`src/store_pkg.sv`:
```
// shared constants and types for the guarded store datapath
package store_pkg;
  localparam int ADDR_W = 32;
  localparam int DATA_W = 32;
  localparam int LANES = 4;
  localparam int DISP_W = 7;
  // word displacement field counts words, so it is scaled by four
  localparam int WORD_DISP_SHIFT = 2;
  localparam logic [1:0] LANE_SWAP_LITTLE = 2'h3;
  localparam logic [1:0] LANE_SWAP_BIG = 2'h0;
  localparam logic [1:0] WORD_ALIGN_BITS = 2'h0;
  localparam logic [3:0] BE_FULL_WORD = 4'hF;
  localparam logic [3:0] BE_ONE_BYTE = 4'h1;
  localparam logic [31:0] MMIO_BASE_DEFAULT = 32'hF000_0000;
  localparam logic [31:0] MMIO_SIZE_DEFAULT = 32'h0020_0000;
  localparam logic RST_FLAG = 1'b0;
  localparam logic [31:0] RST_WORD = 32'h0000_0000;
  localparam logic [3:0] RST_BE = 4'h0;
  typedef enum logic [1:0] {
    OP_STORE_WORD,
    OP_STORE_WORD_DISPLACED,
    OP_STORE_BYTE,
    OP_STORE_BYTE_DISPLACED
  } store_op_t;
endpackage

```
`src/store_fmt_if.sv`:
```
// carrier between the store unit and its lane formatter
`timescale 1ns/10ps
`default_nettype none
interface store_fmt_if;
  import store_pkg::*;
  logic [ADDR_W-1:0] ea;
  logic [DATA_W-1:0] data;
  logic is_word;
  logic little;
  logic mmio;
  logic [LANES-1:0] be;
  logic [DATA_W-1:0] wdata;
  logic misaligned;
  modport fmt (input ea, data, is_word, little, mmio, output be, wdata, misaligned);
  modport user (output ea, data, is_word, little, mmio, input be, wdata, misaligned);
endinterface
`default_nettype wire

```
`src/store_lane_formatter.sv`:
```
// byte lane placement and alignment check for one store
`timescale 1ns/10ps
`default_nettype none
module store_lane_formatter (
  store_fmt_if.fmt f
);
  import store_pkg::*;
  wire [1:0] offset = f.ea[1:0];
  // mmio words ignore byte order, always native lane order
  wire [1:0] swap = (f.little || f.mmio) ? LANE_SWAP_LITTLE : LANE_SWAP_BIG;
  wire [LANES-1:0] byte_hit;
  genvar k;
  generate
    for (k = 0; k < LANES; k++) begin : g_lane
      // lane k holds the byte at address offset k
      wire [1:0] lane_idx = 2'(k);
      wire [1:0] word_src = 2'(LANES - 1) - (lane_idx ^ swap);
      assign byte_hit[k] = (offset == lane_idx);
      assign f.wdata[8*k +: 8] = f.is_word ? f.data[8*word_src +: 8] :
                                 f.data[7:0];
    end
  endgenerate
  assign f.be = f.is_word ? BE_FULL_WORD : byte_hit;
  assign f.misaligned = f.is_word && (offset != WORD_ALIGN_BITS);
endmodule
`default_nettype wire

```
`src/guarded_store_unit.sv`:
```
// guarded word and byte store unit with misaligned-store flag and trap request
//
// What this block does
// - word store writes all four data bytes
// - word byte order follows order select bit
// - word address adds signed displacement times four
// - misaligned word store sets the sticky flag
// - misaligned store with trap enable set requests trap at next jump
// - mmio word stores ignore byte order select
// - guard bit one writes unless the word store is misaligned, zero does not
// - false guard causes no side effect whatsoever
// - byte store writes low data byte only
// - undisplaced forms equal displacement of zero
// - byte address adds signed displacement
`timescale 1ns/10ps
`default_nettype none
module guarded_store_unit #(
  parameter logic [31:0] MMIO_BASE = store_pkg::MMIO_BASE_DEFAULT,
  parameter logic [31:0] MMIO_SIZE = store_pkg::MMIO_SIZE_DEFAULT
) (
  input wire logic clk,
  input wire logic rst_n,
  input wire logic issue_valid,
  input wire store_pkg::store_op_t issue_op,
  input wire logic [store_pkg::DISP_W-1:0] disp_field,
  input wire logic [store_pkg::DATA_W-1:0] guard_value,
  input wire logic [store_pkg::ADDR_W-1:0] address_operand,
  input wire logic [store_pkg::DATA_W-1:0] data_operand,
  input wire logic byte_order_select_bit,
  input wire logic misaligned_store_trap_enable,
  input wire logic misaligned_flag_clear,
  input wire logic interruptible_jump,
  output logic mem_valid,
  output logic [store_pkg::ADDR_W-1:0] mem_addr,
  output logic [store_pkg::LANES-1:0] mem_be,
  output logic [store_pkg::DATA_W-1:0] mem_wdata,
  output logic mem_is_mmio,
  output logic misaligned_store_flag,
  output logic trap_request
);
  import store_pkg::*;

  ////////////////////////////////////////////////////////////////////////
  // decode and effective address
  wire guard_true = guard_value[0];
  wire take = issue_valid && guard_true;
  wire op_word = (issue_op == OP_STORE_WORD) || (issue_op == OP_STORE_WORD_DISPLACED);
  wire op_displaced = (issue_op == OP_STORE_WORD_DISPLACED) ||
                      (issue_op == OP_STORE_BYTE_DISPLACED);
  // undisplaced forms run the displaced path with a zero offset
  wire [DISP_W-1:0] disp_used = op_displaced ? disp_field : '0;
  wire [ADDR_W-1:0] word_offset = {{(ADDR_W-DISP_W-WORD_DISP_SHIFT){disp_used[DISP_W-1]}},
                                   disp_used, 2'h0};
  wire [ADDR_W-1:0] byte_offset = {{(ADDR_W-DISP_W){disp_used[DISP_W-1]}},
                                   disp_used};
  wire [ADDR_W-1:0] ea = address_operand + (op_word ? word_offset : byte_offset);
  wire [ADDR_W-1:0] mmio_rel = ea - MMIO_BASE;
  wire in_mmio = (ea >= MMIO_BASE) && (mmio_rel < MMIO_SIZE);

  ////////////////////////////////////////////////////////////////////////
  // lane formatting
  store_fmt_if fmt_bus ();
  assign fmt_bus.ea = ea;
  assign fmt_bus.data = data_operand;
  assign fmt_bus.is_word = op_word;
  assign fmt_bus.little = byte_order_select_bit;
  // byte stores never swap, so mmio only matters for words
  assign fmt_bus.mmio = in_mmio && op_word;
  store_lane_formatter u_fmt (
    .f(fmt_bus.fmt)
  );
  // a misaligned word has no defined result; it is dropped rather than
  // risk a partial write straddling two words
  wire write_ok = take && !fmt_bus.misaligned;
  wire mis_event = take && fmt_bus.misaligned;

  ////////////////////////////////////////////////////////////////////////
  // memory request register
  logic mem_valid_reg;
  logic [ADDR_W-1:0] mem_addr_reg;
  logic [LANES-1:0] mem_be_reg;
  logic [DATA_W-1:0] mem_wdata_reg;
  logic mem_is_mmio_reg;
  // address and data hold on false guards so nothing downstream toggles
  always_ff @(posedge clk) begin
    if (!rst_n) begin
      mem_valid_reg <= RST_FLAG;
      mem_addr_reg <= RST_WORD;
      mem_be_reg <= RST_BE;
      mem_wdata_reg <= RST_WORD;
      mem_is_mmio_reg <= RST_FLAG;
    end else begin
      mem_valid_reg <= write_ok;
      if (write_ok) begin
        mem_addr_reg <= ea;
        mem_be_reg <= fmt_bus.be;
        mem_wdata_reg <= fmt_bus.wdata;
        mem_is_mmio_reg <= in_mmio;
      end
    end
  end

  ////////////////////////////////////////////////////////////////////////
  // misaligned flag and trap request
  logic mis_flag_reg;
  logic mis_flag_next;
  logic trap_pending_reg;
  logic trap_pending_next;
  logic trap_request_reg;
  // a new event wins over a clear in the same cycle
  assign mis_flag_next = mis_event | (mis_flag_reg & ~misaligned_flag_clear);
  wire trap_fire = trap_pending_reg && interruptible_jump;
  assign trap_pending_next = (mis_event && misaligned_store_trap_enable) |
                             (trap_pending_reg & ~trap_fire);
  always_ff @(posedge clk) begin
    if (!rst_n) begin
      mis_flag_reg <= RST_FLAG;
      trap_pending_reg <= RST_FLAG;
      trap_request_reg <= RST_FLAG;
    end else begin
      mis_flag_reg <= mis_flag_next;
      trap_pending_reg <= trap_pending_next;
      trap_request_reg <= trap_fire;
    end
  end

  assign mem_valid = mem_valid_reg;
  assign mem_addr = mem_addr_reg;
  assign mem_be = mem_be_reg;
  assign mem_wdata = mem_wdata_reg;
  assign mem_is_mmio = mem_is_mmio_reg;
  assign misaligned_store_flag = mis_flag_reg;
  assign trap_request = trap_request_reg;

  ////////////////////////////////////////////////////////////////////////
  // checks
  wire [ADDR_W-1:0] exp_word_ea = address_operand +
                                  {{(ADDR_W-DISP_W-2){disp_field[DISP_W-1]}}, disp_field, 2'h0};
  wire [ADDR_W-1:0] exp_byte_ea = address_operand + {{(ADDR_W-DISP_W){disp_field[DISP_W-1]}},
                                                     disp_field};
  wire aligned_word_in = issue_valid && guard_value[0] && op_word && (ea[1:0] == 2'h0);
  wire byte_in = issue_valid && guard_value[0] && !op_word;

  chk_guard_blocks_write: assert property (
    @(posedge clk) disable iff (!rst_n)
    issue_valid && !guard_value[0] |=> !mem_valid)
    else $error("store issued under false guard");

  chk_guard_no_flag: assert property (
    @(posedge clk) disable iff (!rst_n)
    !misaligned_store_flag && !(issue_valid && guard_value[0]) |=> !misaligned_store_flag)
    else $error("flag rose without a guarded store");

  chk_word_full_lanes: assert property (
    @(posedge clk) disable iff (!rst_n)
    aligned_word_in |=> mem_valid && mem_be == 4'hF)
    else $error("word store did not write four bytes");

  chk_big_endian_order: assert property (
    @(posedge clk) disable iff (!rst_n)
    aligned_word_in && !byte_order_select_bit && !in_mmio
    |=> mem_wdata == {$past(data_operand[7:0]), $past(data_operand[15:8]),
                      $past(data_operand[23:16]), $past(data_operand[31:24])})
    else $error("big endian lane order wrong");

  chk_little_endian_order: assert property (
    @(posedge clk) disable iff (!rst_n)
    aligned_word_in && byte_order_select_bit |=> mem_wdata == $past(data_operand))
    else $error("little endian lane order wrong");

  chk_mmio_ignores_order: assert property (
    @(posedge clk) disable iff (!rst_n)
    aligned_word_in && in_mmio |=> mem_is_mmio && mem_wdata == $past(data_operand))
    else $error("mmio word store swapped bytes");

  chk_word_disp_addr: assert property (
    @(posedge clk) disable iff (!rst_n)
    aligned_word_in && issue_op == OP_STORE_WORD_DISPLACED |=> mem_addr == $past(exp_word_ea))
    else $error("displaced word address wrong");

  chk_byte_disp_addr: assert property (
    @(posedge clk) disable iff (!rst_n)
    byte_in && issue_op == OP_STORE_BYTE_DISPLACED |=> mem_addr == $past(exp_byte_ea))
    else $error("displaced byte address wrong");

  chk_undisplaced_zero: assert property (
    @(posedge clk) disable iff (!rst_n)
    issue_valid && guard_value[0] && issue_op == OP_STORE_BYTE
    |=> mem_addr == $past(address_operand))
    else $error("undisplaced store used a displacement");

  chk_undisplaced_word: assert property (
    @(posedge clk) disable iff (!rst_n)
    aligned_word_in && issue_op == OP_STORE_WORD |=> mem_addr == $past(address_operand))
    else $error("undisplaced word store used a displacement");

  // lane follows the final byte address, so displaced bytes are covered too
  chk_byte_one_lane: assert property (
    @(posedge clk) disable iff (!rst_n)
    byte_in |=> mem_valid && mem_be == (BE_ONE_BYTE << mem_addr[1:0])
                && mem_wdata == {4{$past(data_operand[7:0])}})
    else $error("byte store lane or data wrong");

  chk_misalign_sets_flag: assert property (
    @(posedge clk) disable iff (!rst_n)
    issue_valid && guard_value[0] && op_word && ea[1:0] != 2'h0
    |=> misaligned_store_flag && !mem_valid)
    else $error("misaligned word store not flagged");

  chk_flag_sticky: assert property (
    @(posedge clk) disable iff (!rst_n)
    misaligned_store_flag && !misaligned_flag_clear |=> misaligned_store_flag)
    else $error("misaligned flag dropped without clear");

  chk_trap_at_jump: assert property (
    @(posedge clk) disable iff (!rst_n)
    mis_event && misaligned_store_trap_enable ##1 interruptible_jump |=> trap_request)
    else $error("trap not requested at interruptible jump");

  // a quiet cycle between event and jump must not lose the pending request
  chk_trap_late_jump: assert property (
    @(posedge clk) disable iff (!rst_n)
    mis_event && misaligned_store_trap_enable ##1 !interruptible_jump ##1 interruptible_jump
    |=> trap_request)
    else $error("trap not requested at a later jump");

  cov_word_store: cover property (@(posedge clk) disable iff (!rst_n) aligned_word_in);
  cov_byte_displaced: cover property (@(posedge clk) disable iff (!rst_n)
    byte_in && issue_op == OP_STORE_BYTE_DISPLACED);
  cov_mmio_word: cover property (@(posedge clk) disable iff (!rst_n) aligned_word_in && in_mmio);
  cov_trap: cover property (@(posedge clk) disable iff (!rst_n) trap_request);
  cov_misaligned: cover property (@(posedge clk) disable iff (!rst_n) mis_event);
endmodule
`default_nettype wire

```
`config.mk`:
```
export PLATFORM = sky130hd
export DESIGN_NAME = guarded_store_unit
export DESIGN_NICKNAME = d
export VERILOG_FILES = /design/src/store_pkg.sv /design/src/store_fmt_if.sv /design/src/store_lane_formatter.sv /design/src/guarded_store_unit.sv
export SDC_FILE = /design/constraint.sdc
export NUM_CORES = 1
export LEC_CHECK = 0
export BUFFER_PORTS_ARGS = -buffer_cell sky130_fd_sc_hd__buf_2
export CORE_MARGIN = 5
export CORE_UTILIZATION = 45
export CTS_CLUSTER_DIAMETER = 120
export DETAILED_ROUTE_END_ITERATION = 12
export PLACE_DENSITY_LB_ADDON = 0.12
export RECOVER_POWER = 25
export SLEW_MARGIN = 25
export SYNTH_ARGS = -nofsm -noshare
export SYNTH_HDL_FRONTEND = slang
export SYNTH_SLANG_ARGS = --single-unit
export TNS_END_PERCENT = 100
```
`constraint.sdc`:
```
create_clock -name clk -period 8.95 [get_ports clk]
set_clock_uncertainty 0.05 [all_clocks]
set_input_delay 0.895 -clock clk [delete_from_list [all_inputs] [get_ports clk]]
set_output_delay 0.895 -clock clk [all_outputs]
set_load 0.01 [all_outputs]
```
**Word-level counts from Yosys, hierarchy flattened**

Index checks and enable logic that the tools add are counted.
W data, S select, Z words.

- Flip-flop bits (word level): 73
- Input port bits: 112
- Output and inout port bits: 72

- $add $sub $neg: 6
- Order comparisons: 2
- Eq/ne operators: 5
- Shift operators: 4
- Mux-type cells: 8
- Bitwise operators: 9
- Reduce and logical (&&, ||, !) cells: 15

Operator list:

| operator | number |
|---|---|
| $shiftx A32 B6 Y8 | 4 |
| $mux W8 | 5 |
| $add A32 B32 Y32 | 1 |
| $ge A32 B32 Y1 const B | 1 |
| $lt A32 B22 Y1 const B | 1 |
| $sub A32 B32 Y32 const B | 1 |
| $logic_and A1 B1 Y1 | 8 |
| $sub A2 B2 Y2 const A | 4 |
| $mux W7 | 1 |
| $eq A2 B2 Y1 const B | 3 |
| $eq A2 B1 Y1 const B | 2 |
| $logic_not A2 Y1 | 2 |
| $mux W4 | 1 |
| $not A1 Y1 | 4 |
| $logic_or A1 B1 Y1 | 3 |
| $and A1 B1 Y1 | 2 |
| $mux W2 | 1 |
| $not A2 Y2 | 1 |
| $or A1 B1 Y1 | 2 |
| $reduce_bool A2 Y1 | 1 |
| $logic_not A1 Y1 | 1 |

**Longest topological paths before layout**

Gate-level depths: netlist of the first run.

- Depth after elaboration: 15
- Depth in mapped cells: 17

**Cells and area by module**

From an unflattened synthesis of the first run, not the netlist that was laid out.

- Cell total of the unflattened synthesis: 712
- Area total of the unflattened synthesis: 5373.9 um^2

Modules (own cells, without submodules):

| module | times used | cells each | area each (um^2) |
|---|---|---|---|
| guarded_store_unit | 1 | 621 | 4712.0 |
| store_lane_formatter | 1 | 91 | 661.9 |

**Worst setup path after synthesis of the first run**

Ideal clock, no wire load.

- Path type: in2reg
- Start: input port issue_op[1]
- End: register mem_wdata_reg[8] (netlist: mem_wdata[8])
- Arrival: 4581 ps
- Path slack: 4198 ps
- Stages on the path: 16
- Cell sequence: clkbuf_1 buf_1 and3_1 ha_1 inv_1 fa_1 nor2b_1 o2111a_1 o21ai_2 a22oi_1 nor2_1 o311ai_1 and4b_4 o2111ai_2 a211o_1 nor3b_1

- Cells in the longest elaborated chain, start to end: 15

RTL lines:

| element | RTL line | source |
|---|---|---|
| start, declared | guarded_store_unit.sv:24 | `input wire store_pkg::store_op_t issue_op,` |
| $eq A2 B1 Y1 / $eq A2 B2 Y1 (equally long branches) | guarded_store_unit.sv:47, guarded_store_unit.sv:48, guarded_store_unit.sv:49 |  |
| $logic_or A1 B1 Y1 | guarded_store_unit.sv:48 | `wire op_displaced = (issue_op == OP_STORE_WORD_DISPLACED) \|\|` |
| $mux W7 | guarded_store_unit.sv:51 | `wire [DISP_W-1:0] disp_used = op_displaced ? disp_field : '0;` |
| $mux W8 | guarded_store_unit.sv:56 | `wire [ADDR_W-1:0] ea = address_operand + (op_word ? word_offset : byte_offset);` |
| $add A32 B32 Y32 | guarded_store_unit.sv:56 |  |
| $sub A32 B32 Y32 | guarded_store_unit.sv:57 | `wire [ADDR_W-1:0] mmio_rel = ea - MMIO_BASE;` |
| $lt A32 B22 Y1 | guarded_store_unit.sv:58 | `wire in_mmio = (ea >= MMIO_BASE) && (mmio_rel < MMIO_SIZE);` |
| $logic_and A1 B1 Y1 | guarded_store_unit.sv:58 |  |
| $logic_and A1 B1 Y1 | guarded_store_unit.sv:68 | `assign fmt_bus.mmio = in_mmio && op_word;` |
| $logic_or A1 B1 Y1 | store_lane_formatter.sv:10 | `wire [1:0] swap = (f.little \|\| f.mmio) ? LANE_SWAP_LITTLE : LANE_SWAP_BIG;` |
| $mux W2 | store_lane_formatter.sv:10 |  |
| $not A1 Y1 (no line) | -- |  |
| $sub A2 B2 Y2 | store_lane_formatter.sv:17 | `wire [1:0] word_src = 2'(LANES - 1) - (lane_idx ^ swap);` |
| $shiftx A32 B6 Y8 | store_lane_formatter.sv:19 | `assign f.wdata[8*k +: 8] = f.is_word ? f.data[8*word_src +: 8] :` |
| $mux W8 | store_lane_formatter.sv:19 |  |
| end signal, assigned | guarded_store_unit.sv:97 | `mem_wdata_reg <= fmt_bus.wdata;` |
| end, declared | guarded_store_unit.sv:82 | `logic [DATA_W-1:0] mem_wdata_reg;` |

Parallel ways exist; a longest one is shown, timed or not.
A chain may end at the register's enable or synchronous reset.

**Worst setup path after layout of the first run**

- Start: input port issue_op[0]
- End: register mem_wdata_reg[24] (netlist: mem_wdata[24])

- Cells in the longest elaborated chain, start to end: 15

RTL lines:

| element | RTL line |
|---|---|
| $eq A2 B1 Y1 / $eq A2 B2 Y1 (equally long branches) | guarded_store_unit.sv:47, guarded_store_unit.sv:48, guarded_store_unit.sv:49 |
| $logic_or A1 B1 Y1 | guarded_store_unit.sv:48 |
| $mux W7 | guarded_store_unit.sv:51 |
| $mux W8 | guarded_store_unit.sv:56 |
| $add A32 B32 Y32 | guarded_store_unit.sv:56 |
| $sub A32 B32 Y32 | guarded_store_unit.sv:57 |
| $lt A32 B22 Y1 | guarded_store_unit.sv:58 |
| $logic_and A1 B1 Y1 | guarded_store_unit.sv:58 |
| $logic_and A1 B1 Y1 | guarded_store_unit.sv:68 |
| $logic_or A1 B1 Y1 | store_lane_formatter.sv:10 |
| $mux W2 | store_lane_formatter.sv:10 |
| $not A2 Y2 (no line) | -- |
| $sub A2 B2 Y2 | store_lane_formatter.sv:17 |
| $shiftx A32 B6 Y8 | store_lane_formatter.sv:19 |
| $mux W8 | store_lane_formatter.sv:19 |

Parallel ways exist; a longest one is shown, timed or not.

==> metrics.md, run 1 <==
| Metric | Value |
|---|---|
| Outcome | finished with violations |
| Violations in the final reports | capacitance limit, slew limit |
| Clock insertion delay at the later pin of the skew report | 330 ps |
| Area of the die | 14890 um^2 |
| Number of hold buffers added after cts | 0 |
| Dominant cells by area after synthesis | dfxtp_1 26%, nand2_1 4.1%, xnor2_1 4.0%, a21oi_1 3.6%, o21ai_0 3.6% |
| Clock H-tree levels | 3 |
| Detail Placement HPWL | 12420 um |
| Initial detailed-routing violation count | 492 |
| Total power density per cell area | 147.0 nW/um^2 |
| Wire length of the first global-routing pass | 27230 um |
| Headroom to the max-slew limit | -87.90% |
| Shortest clock period the worst path allows after layout | 5711 ps |
| Yosys reg bits | 73 |
| Count of cell types in the netlist | 77 |
| Core region area | 12470 um^2 |
| Final instance count without filler cells | 1001 |
| First-pass detailed-route iteration total | 5 |
| Total routing resource utilization after global routing | 22.53% |
| Dominant combinational cell family by area after synthesis | compound AO/OA/AOI/OAI gates |
| Post-CTS Setup Bufs | 0 |
| Fraction of the mapped netlist area in simple logic gates | 28.66% |
| Top fanout value on the critical path | 49 |
| Vias per inst | 5.876 |
| Leftover overflow at the end of global routing | 0 |
| Total setup violations reported at the end of the flow | 0 |
| Post-synth top area cell | dfxtp_1 |
| Register clock-pin slew on the reported worst setup and hold paths | 60 ps |
| Clock tree buffer depth | 2 |
| Initial antenna violation count | 0 |
| Sort of element at the end of the critical path | flip-flop |
| Worst EP required | 9150 ps |
| Std-Cell Rows | 41 |
| Post-Syn Nets | 850 |
| Pin count of the biggest net entering global routing | 74 |
| Resize count post-CTS | 0 |
| WHS | 411.6 ps |
| Total via count after detailed routing | 5882 |
| Tightest Pin Transition | 2818 ps |
| Number of warnings reported in the yosys synthesis log | 0 |
| Count of clock tree sinks | 73 |
| Vertical die dimension | 122.0 um |
| Max-slew violation total from the final report | 74 |
| TritonCTS clock tree | yes |
| Layout overhead on the synthesized area | 16.89% |
| Highest clock frequency the design can meet | 175.1 MHz |
| Initial core utilization | 45.29% |
| Path class of the lowest-slack min-delay path | flip-flop to flip-flop |
| Area share of the leading cell type in the synthesized netlist | 25.89% |
| Gate count of the mapped netlist | 728 |
| Number of fill cells in the layout | 1247 |
| Area used by multi-input combinational logic | 3821 um^2 |
| Setup_tns | 0 ps |
| Post-synthesis share of cell area spent on xor and xnor gates | 5.275% |
| Number of flops mapped to enable cells by yosys | 0 |
| CTS Buf Count | 9 |
| Via count of the first global-routing pass | 5374 |
| Crit start category | input port |
| Residual antenna-violating net count after detailed routing | 0 |
| Final wirelength | 17450 um |
| Most frequent cells after synthesis | 73 x dfxtp_1, 62 x nand2_1, 48 x clkbuf_1 |
| Routed length per instance | 17.43 um |
| Async SR Flop Fraction | 0% |
| Placed instance count | 985 |
| Diode count | 0 |
| Fraction of the yosys area taken by sequential cells | 25.89% |
| Post-Synthesis Cell Area | 5645 um^2 |
| Combined flip-flop and latch cell area | 1461 um^2 |
| Average cell area after synthesis | 7.755 um^2 |
| Worst-case setup margin in the final layout | 3239 ps |
| Max-cap viol count | 1 |
| Cell with the most instances after synthesis | dfxtp_1 |
| Clock Root Buffer | clkbuf_16 |
| Multiplexer share of the synthesized area | 1.773% |
| Worst vdd rail ir drop | 0.1008 mV |
| Setup CP Type | input port to flip-flop |
| DR DRC count | 0 |
| Design Power | 969.8 uW |
| Arrival time worst endpoint | 5910 ps |
| Number of ports placed on the die boundary | 184 |
| Total number of nets in the final design | 946 |
| Number of hold violations in the final report | 0 |
| Static Leak | 0.002737 uW |
| Most frequently used flop master after synthesis | dfxtp_1 |
| Final Wtd Congestion | 0.9050 |
| Complex-gate fraction of the synthesized area | 29.50% |
| Count of buffers from port buffering | 152 |
| Pre-CTS setup slack | 3342 ps |
| Adder-cell share of the synthesized area | 2.349% |
| Crit share post-route | 63.81% |
| Die W | 122.0 um |
| Share of cells above drive strength 1 | 23.52% |
| RSZ-0062 raised after global routing | no |
==> stage by stage <==
step / util, % / instance area (um^2)
CTS: 53.32 / 6646
global placement: 50.69 / 6319
detailed placement: 50.71 / 6321
floorplan: - / 5645
global route: 52.94 / 6599
finish: 52.94 / 6599
==> layout by cell type (no fill, tap or decap), types with 7 or more instances in the layout <==
| master | Yosys | routed |
|---|---|---|
| nand3_1 | 10 | 10 |
| ha_1 | 9 | 9 |
| xnor2_1 | 26 | 26 |
| o221ai_1 | 16 | 16 |
| dfxtp_1 | 73 | 73 |
| inv_1 | 10 | 8 |
| nor3_2 | 15 | 15 |
| nor2_1 | 22 | 21 |
| clkbuf_1 | 48 | 36 |
| o21ai_1 | 17 | 17 |
| o31ai_1 | 7 | 7 |
| o211a_1 | 12 | 12 |
| a21oi_2 | 10 | 10 |
| a31oi_1 | 25 | 25 |
| nor4_1 | 8 | 8 |
| xor2_1 | 8 | 8 |
| and3_1 | 10 | 10 |
| nand4_1 | 7 | 7 |
| clkbuf_16 | 0 | 9 |
| mux2i_1 | 10 | 10 |
| nor3_1 | 38 | 38 |
| o21ai_0 | 41 | 41 |
| a21boi_0 | 12 | 12 |
| and2_1 | 28 | 28 |
| buf_2 | 8 | 116 |
| a21oi_1 | 41 | 41 |
| nand2_1 | 62 | 62 |
| or2_2 | 20 | 20 |
| nand2b_1 | 7 | 7 |
| nor2b_1 | 22 | 22 |
==> cell families after synthesis <==
group           Yosys count
simple gates            279
xor+xnor                 34
compound gates          242
mux                      10
flops                    73
buf+inv                  80
fa+ha+maj                10
==> report_power, final <==
group	internal [uW]	total [uW]	switching, uW
Sequential	344	355	10.4
Combinational	85.4	219	134
Clock	247	396	149
Total	676	970	294
==> critical path: stages <==
cell and delay, ps:
buf_2 200, nand2_2 730, clkinv_1 1070, ha_1 770
a211o_1 320, a21boi_0 140, xnor2_1 210, mux2i_1 160
nor4b_4 340, o2111a_2 700, o21ai_0 150, a31oi_1 180
==> area by class of cell <==
class                   instances  area share (%)
well taps                     172           3.261
repair buffers                155           11.19
clock inverters                 7           1.517
inverters                      10          0.5688
multi-input cells             575           57.91
clock buffers                   9           3.413
flip-flops and latches         73           22.15
==> final timing paths <==
check | start | end | slack [ps] | cells after the start
setup reg to reg | mem_wdata[10] | mem_wdata[10] | 8090 | 2
hold reg to reg | mem_is_mmio | mem_is_mmio | 410 | 2
setup / recovery | issue_op[0] | mem_wdata[24] | 3240 | 12
hold / removal | mem_is_mmio | mem_is_mmio | 410 | 2
==> metal layers <==
metal | vias to the layer above | track usage (%) | routed length [um]
li1 | 2883 | - | -
met1 | 2762 | 32.04 | 8035
met2 | 217 | 35.26 | 7895
met3 | 20 | 3.993 | 1291
met4 | 0 | 5.812 | 227
met5 | - | 0 | 0
Note: power is estimated with default switching activity, not from simulation.
==> run 2, diff against run 1 <==
clock period = 5.8 ns   (was 8.95 ns; I/O delays follow)
==> run 2 against run 1 <==
Net effect:
- the run still ends with capacitance limit, slew limit left
- non-clock buffer count is 6 higher
- final area is 0.21% higher
- global-route usage is 0.77 points higher
- first-iteration DRC count is 3.9% higher
- die area stayed put
- via count is 0.63% higher
- critical path type unchanged
- critical endpoint is now mem_wdata[27]
==> metrics.md, run 2 (synthesized netlist as in run 1, its figures left out) <==
| Metric | Value |
|---|---|
| RSZ-0062 raised after global routing | no |
| Worst EP required | 5930 ps |
| Initial detailed-routing violation count | 511 |
| Residual antenna-violating net count after detailed routing | 0 |
| Crit share post-route | 84.61% |
| Hold Path Depth | 2 |
| Highest-utilization routing layer at the global route stage | met2 |
| Count of clock tree sinks | 73 |
| Headroom to the max-slew limit | -87.69% |
| Met3 GRT Util | 4.457% |
| Vias per inst | 5.878 |
| Part of the total power dissipated in the clock network | 38.8% |
| Tightest Pin Transition | 2815 ps |
| Total power density per cell area | 220.0 nW/um^2 |
| Number of hold buffers added after cts | 0 |
| Initial antenna violation count | 0 |
| Cell-internal power | 1000 uW |
| Final instance count without filler cells | 1007 |
| Placed cell area | 6364 um^2 |
| Die W | 122.0 um |
| Violations in the final reports | capacitance limit, slew limit |
| Path class of the lowest-slack min-delay path | flip-flop to flip-flop |
| Clock insertion delay at the later pin of the skew report | 330 ps |
| Setup CP Type | input port to flip-flop |
| Hold path endpoint | mem_is_mmio |
| Shortest clock period the worst path allows after layout | 4907 ps |
| Via count of the first global-routing pass | 5572 |
| Highest clock frequency the design can meet | 203.8 MHz |
| Layout overhead on the synthesized area | 17.13% |
| TritonCTS clock tree | yes |
| Total number of nets in the final design | 952 |
| Static Leak | 0.002748 uW |
| Startpoint of the tightest hold check path | mem_is_mmio |
| Met2 Usage GRT | 37.22% |
| Fraction of power consumed by combinational cells | 23.5% |
| Vertical die dimension | 122.0 um |
| Arrival time worst endpoint | 5040 ps |
| Leftover overflow at the end of global routing | 0 |
| Global Route met1 Usage | 32.32% |
| Setup_tns | 0 ps |
| Power share of the sequential group | 37.6% |
| Core region area | 12470 um^2 |
| Net Sw Power | 454.2 uW |
| Max-cap viol count | 1 |
| Post-route design area | 6613 um^2 |
| Final Wtd Congestion | 0.9309 |
| Worst vdd rail ir drop | 0.1396 mV |
| Most common cell after layout, fill and taps aside | buf_2 |
| Register clock-pin slew on the reported worst setup and hold paths | 60 ps |
| DR DRC count | 0 |
| Switching Fraction | 31.22% |
| Routed length per instance | 17.67 um |
| FF-to-FF path depth | 2 |
| WHS | 402.1 ps |
| Total routing resource utilization after global routing | 23.29% |
| Number of hold violations in the final report | 0 |
| Clock tree buffer depth | 2 |
| Post-CTS Setup Bufs | 0 |
| First-pass detailed-route iteration total | 5 |
| Post-layout utilization of the core | 53.05% |
| Wire length of the first global-routing pass | 28100 um |
| Sort of element at the end of the critical path | flip-flop |
| Resize count post-CTS | 0 |
| Total setup violations reported at the end of the flow | 0 |
| Std-Cell Rows | 41 |
| Final wirelength | 17790 um |
| Origin of the critical flop-to-flop path | mem_wdata[3] |
| Initial core utilization | 45.29% |
| Flop2flop setup slack | 4900 ps |
| Outcome | finished with violations |
| Diode count | 0 |
| Max-slew violation total from the final report | 74 |
| Clock H-tree levels | 3 |
| Total via count after detailed routing | 5919 |
| Top library cells by usage in the layout, fill and taps aside | 117 x buf_2, 73 x dfxtp_1, 62 x nand2_1 |
| Number of fill cells in the layout | 1261 |
| Clock Root Buffer | clkbuf_16 |
| CTS Buf Count | 9 |
| Share of cells above drive strength 1 | 23.95% |
| Placed instance count | 991 |
| Destination of the worst register-to-register timing path | mem_wdata[3] |
| Crit start category | input port |
| Area of the die | 14890 um^2 |
| Detail Placement HPWL | 12990 um |
| Count of buffers from port buffering | 152 |
| Pin count of the biggest net entering global routing | 74 |
| Top fanout value on the critical path | 32 |
| Number of ports placed on the die boundary | 184 |
-- run 2: how the worst max path moves through the flow --
stage / slack, ps / to / from
finish: 890 / mem_wdata[27] / issue_op[1]
global placement: 700 / mem_wdata[28] / issue_op[1]
detailed placement: 590 / mem_wdata[27] / issue_op[1]
CTS: 950 / mem_wdata[27] / issue_op[1]
floorplan: 1360 / mem_wdata[8] / issue_op[1]
global route: 520 / mem_wdata[27] / issue_op[1]
-- run 2: power groups by stage --
stage | clock (uW) | combinational [uW] | sequential [uW]
6_report | 565 | 343 | 547
5_1_grt | 598 | 378 | 550
4_1_cts | 580 | 344 | 547
2_1_floorplan | 0 | 216 | 570
3_5_place_dp | 0 | 343 | 557
3_3_place_gp | 0 | 336 | 557
-- run 2: layout make-up --
| type | count | area, um^2 | share of cell area (%) |
|---|---|---|---|
| flip-flops and latches | 73 | 1461 | 22.10 |
| repair buffers | 161 | 780.7 | 11.81 |
| inverters | 10 | 37.54 | 0.5676 |
| clock inverters | 6 | 67.56 | 1.022 |
| multi-input cells | 575 | 3821 | 57.79 |
| well taps | 172 | 215.2 | 3.254 |
| clock buffers | 10 | 229.0 | 3.463 |
-- run 2: per-layer routing --
layer  share of wire (%)  wire length (um)  up-vias
met5                   0                 0        -
met1                  47              8284     2788
met4                 1.7               296        0
met2                  46              8097      218
met3                 6.3              1112       19
li1                    -                 -     2894
-- run 2: critical path, cell delays in order --
cell       delay, ps
buf_2            490
and3_1           270
ha_1             190
inv_1             60
fa_1             390
nor2b_1          170
o2111a_1         250
o21ai_2          130
a22oi_1          300
nor2_1           210
o311ai_1         560
and4b_4          360
o2111ai_2        410
buf_4            360
a31oi_1          200
a31oi_1          110
-- run 2: metrics by stage --
step | worst slack (ps) | power (uW)
6_report | 892.6 | 1455
5_1_grt | 524.6 | 1527
4_1_cts | 949.0 | 1471
3_5_place_dp | 587.3 | 900.1
3_3_place_gp | 696.8 | 892.6
2_1_floorplan | 1363 | 786.1
==> run 3, diff against run 2 <==
ABC_AREA = 1   (was unset)
clock period = 4.6 ns   (was 5.8 ns; I/O delays follow)
==> run 3 against run 2 <==
Net effect:
- the run now ends clean
- register-to-register slack worse by 1000 ps
- power is 28% higher
- non-clock buffer count stayed put
- first-iteration DRC count is 8.6% lower
- via count is 6.9% higher
- synthesized cell count is 34% higher
- clock power is 13% higher
- critical path type unchanged
- critical endpoint is now mem_wdata[14]
- largest power group is now sequential cells
==> metrics.md, run 3 <==
| Metric | Value |
|---|---|
| Area of the die | 14890 um^2 |
| Most common cell after layout, fill and taps aside | nand2_1 |
| Post-Syn Nets | 1098 |
| Top fanout value on the critical path | 16 |
| Final instance count without filler cells | 1292 |
| Most common cell on crit path | nand2_1 |
| Die W | 122.0 um |
| Post-synth top area cell | dfxtp_1 |
| Headroom to the max-slew limit | 52.15% |
| Crit share post-route | 81.07% |
| Sort of element at the end of the critical path | flip-flop |
| Most frequently used flop master after synthesis | dfxtp_1 |
| Total routing resource utilization after global routing | 22.58% |
| Register clock-pin slew on the reported worst setup and hold paths | 60 ps |
| Clock tree buffer depth | 2 |
| Total via count after detailed routing | 6330 |
| Share of cells above drive strength 1 | 18.75% |
| Residual antenna-violating net count after detailed routing | 0 |
| Worst EP required | 4800 ps |
| Number of warnings reported in the yosys synthesis log | 0 |
| Resize count post-CTS | 0 |
| Yosys reg bits | 73 |
| Number of fill cells in the layout | 1429 |
| Worst vdd rail ir drop | 0.2088 mV |
| Pin count of the biggest net entering global routing | 67 |
| Max-slew violation total from the final report | 0 |
| Setup_tns | 0 ps |
| Highest clock frequency the design can meet | 268.2 MHz |
| Crit start category | input port |
| RSZ-0062 raised after global routing | no |
| Worst-case setup margin in the final layout | 870.7 ps |
| Average cell area after synthesis | 5.784 um^2 |
| Setup CP Type | input port to flip-flop |
| Outcome | complete, no violations |
| First-pass detailed-route iteration total | 5 |
| Diode count | 0 |
| Area share of the leading cell type in the synthesized netlist | 25.89% |
| Number of hold buffers added after cts | 0 |
| Number of ports placed on the die boundary | 184 |
| Tightest Pin Transition | 717.7 ps |
| Core region area | 12470 um^2 |
| Layout overhead on the synthesized area | 19.66% |
| Total number of nets in the final design | 1237 |
| DR DRC count | 0 |
| Pre-CTS setup slack | 560.7 ps |
| Count of cell types in the netlist | 41 |
| Gate count of the mapped netlist | 976 |
| Cell with the most instances after synthesis | nand2_1 |
| Top library cells by usage in the layout, fill and taps aside | 354 x nand2_1, 144 x inv_1, 116 x buf_2 |
| Count of buffers from port buffering | 152 |
| Path class of the lowest-slack min-delay path | input port to flip-flop |
| Initial antenna violation count | 0 |
| Vertical die dimension | 122.0 um |
| Count of clock tree sinks | 73 |
| Clock Root Buffer | clkbuf_16 |
| Wire length of the first global-routing pass | 27320 um |
| Initial detailed-routing violation count | 467 |
| Shortest clock period the worst path allows after layout | 3729 ps |
| Vias per inst | 4.899 |
| Cell at the slowest stage of the critical path | fa_1 |
| Final Wtd Congestion | 0.9216 |
| Routed length per instance | 13.04 um |
| Most frequent cells after synthesis | 354 x nand2_1, 145 x inv_1, 76 x nor2_1 |
| Max-cap viol count | 0 |
| Detail Placement HPWL | 13420 um |
| Number of hold violations in the final report | 0 |
| Via count of the first global-routing pass | 5719 |
| CTS Buf Count | 9 |
| Arrival time worst endpoint | 3930 ps |
| Cell chain of the critical path | buf_2 > clkinv_1 > nor2_1 > ha_1 > inv_1 > fa_1 > inv_1 > nand2_1 > nand3_1 > nand3_1 > nand2_1 > nand2_1 > nand2_1 > nand3_1 > nand3_1 > nand2_1 > nor2_1 > nand2_1 > nor2_4 > nand2_4 > a21oi_4 > buf_4 > nand2_1 > a31oi_1 |
| Fraction of the yosys area taken by sequential cells | 25.89% |
| Longest individual stage delay on the worst path | 370 ps |
| Leftover overflow at the end of global routing | 0 |
| Total setup violations reported at the end of the flow | 0 |
| Final wirelength | 16850 um |
| Total power density per cell area | 276.0 nW/um^2 |
| Async SR Flop Fraction | 0% |
| Post-CTS Setup Bufs | 0 |
| Dominant cells by area after synthesis | dfxtp_1 26%, nand2_1 24%, inv_1 9.6%, nand3_1 6.5%, nor2_1 5.1% |
| Initial core utilization | 45.29% |
| Std-Cell Rows | 41 |
| Clock insertion delay at the later pin of the skew report | 330 ps |
| Post-Synthesis Cell Area | 5645 um^2 |
| Static Leak | 0.003822 uW |
| Placed instance count | 1276 |
| Number of flops mapped to enable cells by yosys | 0 |
| Clock H-tree levels | 3 |
| TritonCTS clock tree | yes |
-- run 3: cell type report --
cell class / count / area [um^2] / share of cell area [%]
flip-flops and latches: 73 / 1461 / 21.63
multi-input cells: 709 / 3402 / 50.36
inverters: 161 / 606.8 / 8.983
clock inverters: 5 / 31.28 / 0.4630
clock buffers: 11 / 242.7 / 3.593
repair buffers: 161 / 795.8 / 11.78
well taps: 172 / 215.2 / 3.186
-- run 3: cells by family (layout without fill, tap and decap cells) --
group / Yosys count / in the layout / synth area share, %
DFF: 73 / 73 / 25.89
and+or+nand+nor: 556 / 556 / 41.84
xor gates and xnor gates: 15 / 15 / 2.327
buffers and inverters: 194 / 338 / 13.85
adders and majority gates: 10 / 10 / 2.349
AOI/OAI and AO/OA: 128 / 128 / 13.74
-- run 3: per-stage QoR --
| step | power [uW] | util [%] | hold WS [ps] | area (um^2) |
|---|---|---|---|---|
| final | 1864 | 54.19 | 307.7 | 6755 |
| after global routing | 1990 | 54.19 | 302.2 | 6755 |
| after detailed placement | 1242 | 52.35 | 386.2 | 6526 |
| after floorplan | 1071 | - | 366.6 | 5645 |
| after global placement | 1240 | 52.35 | 370.5 | 6526 |
| after CTS | 1886 | 54.55 | 299.0 | 6800 |
-- run 3: final timing paths --
path         cells past startpoint          startpoint  slack [ps]            end
max                             24         issue_op[1]         870  mem_wdata[14]
max reg2reg                      4        mem_addr[14]        3870   mem_addr[14]
min reg2reg                      2    trap_pending_reg         400   trap_request
min                              3  interruptible_jump         310   trap_request
-- run 3: routing by layer --
metal | wire length (um) | vias to the layer above | GRT usage (%)
li1 | - | 3332 | -
met1 | 7778 | 2788 | 30.37
met2 | 7778 | 191 | 38.02
met3 | 1049 | 19 | 3.900
met4 | 238 | 0 | 4.832
met5 | 0 | - | 0
-- run 3: where the power goes --
part	internal, uW	total [uW]	switching, uW
registers	672	691	18.8
logic	184	535	351
clock network	378	639	261
total	1230	1860	631
-- run 3: critical path, delay by kind of cell --
kind	cells	cell delay, ps
fa+ha+maj	2	550
simple gates	15	1660
buf+inv	5	800
compound gates	2	440
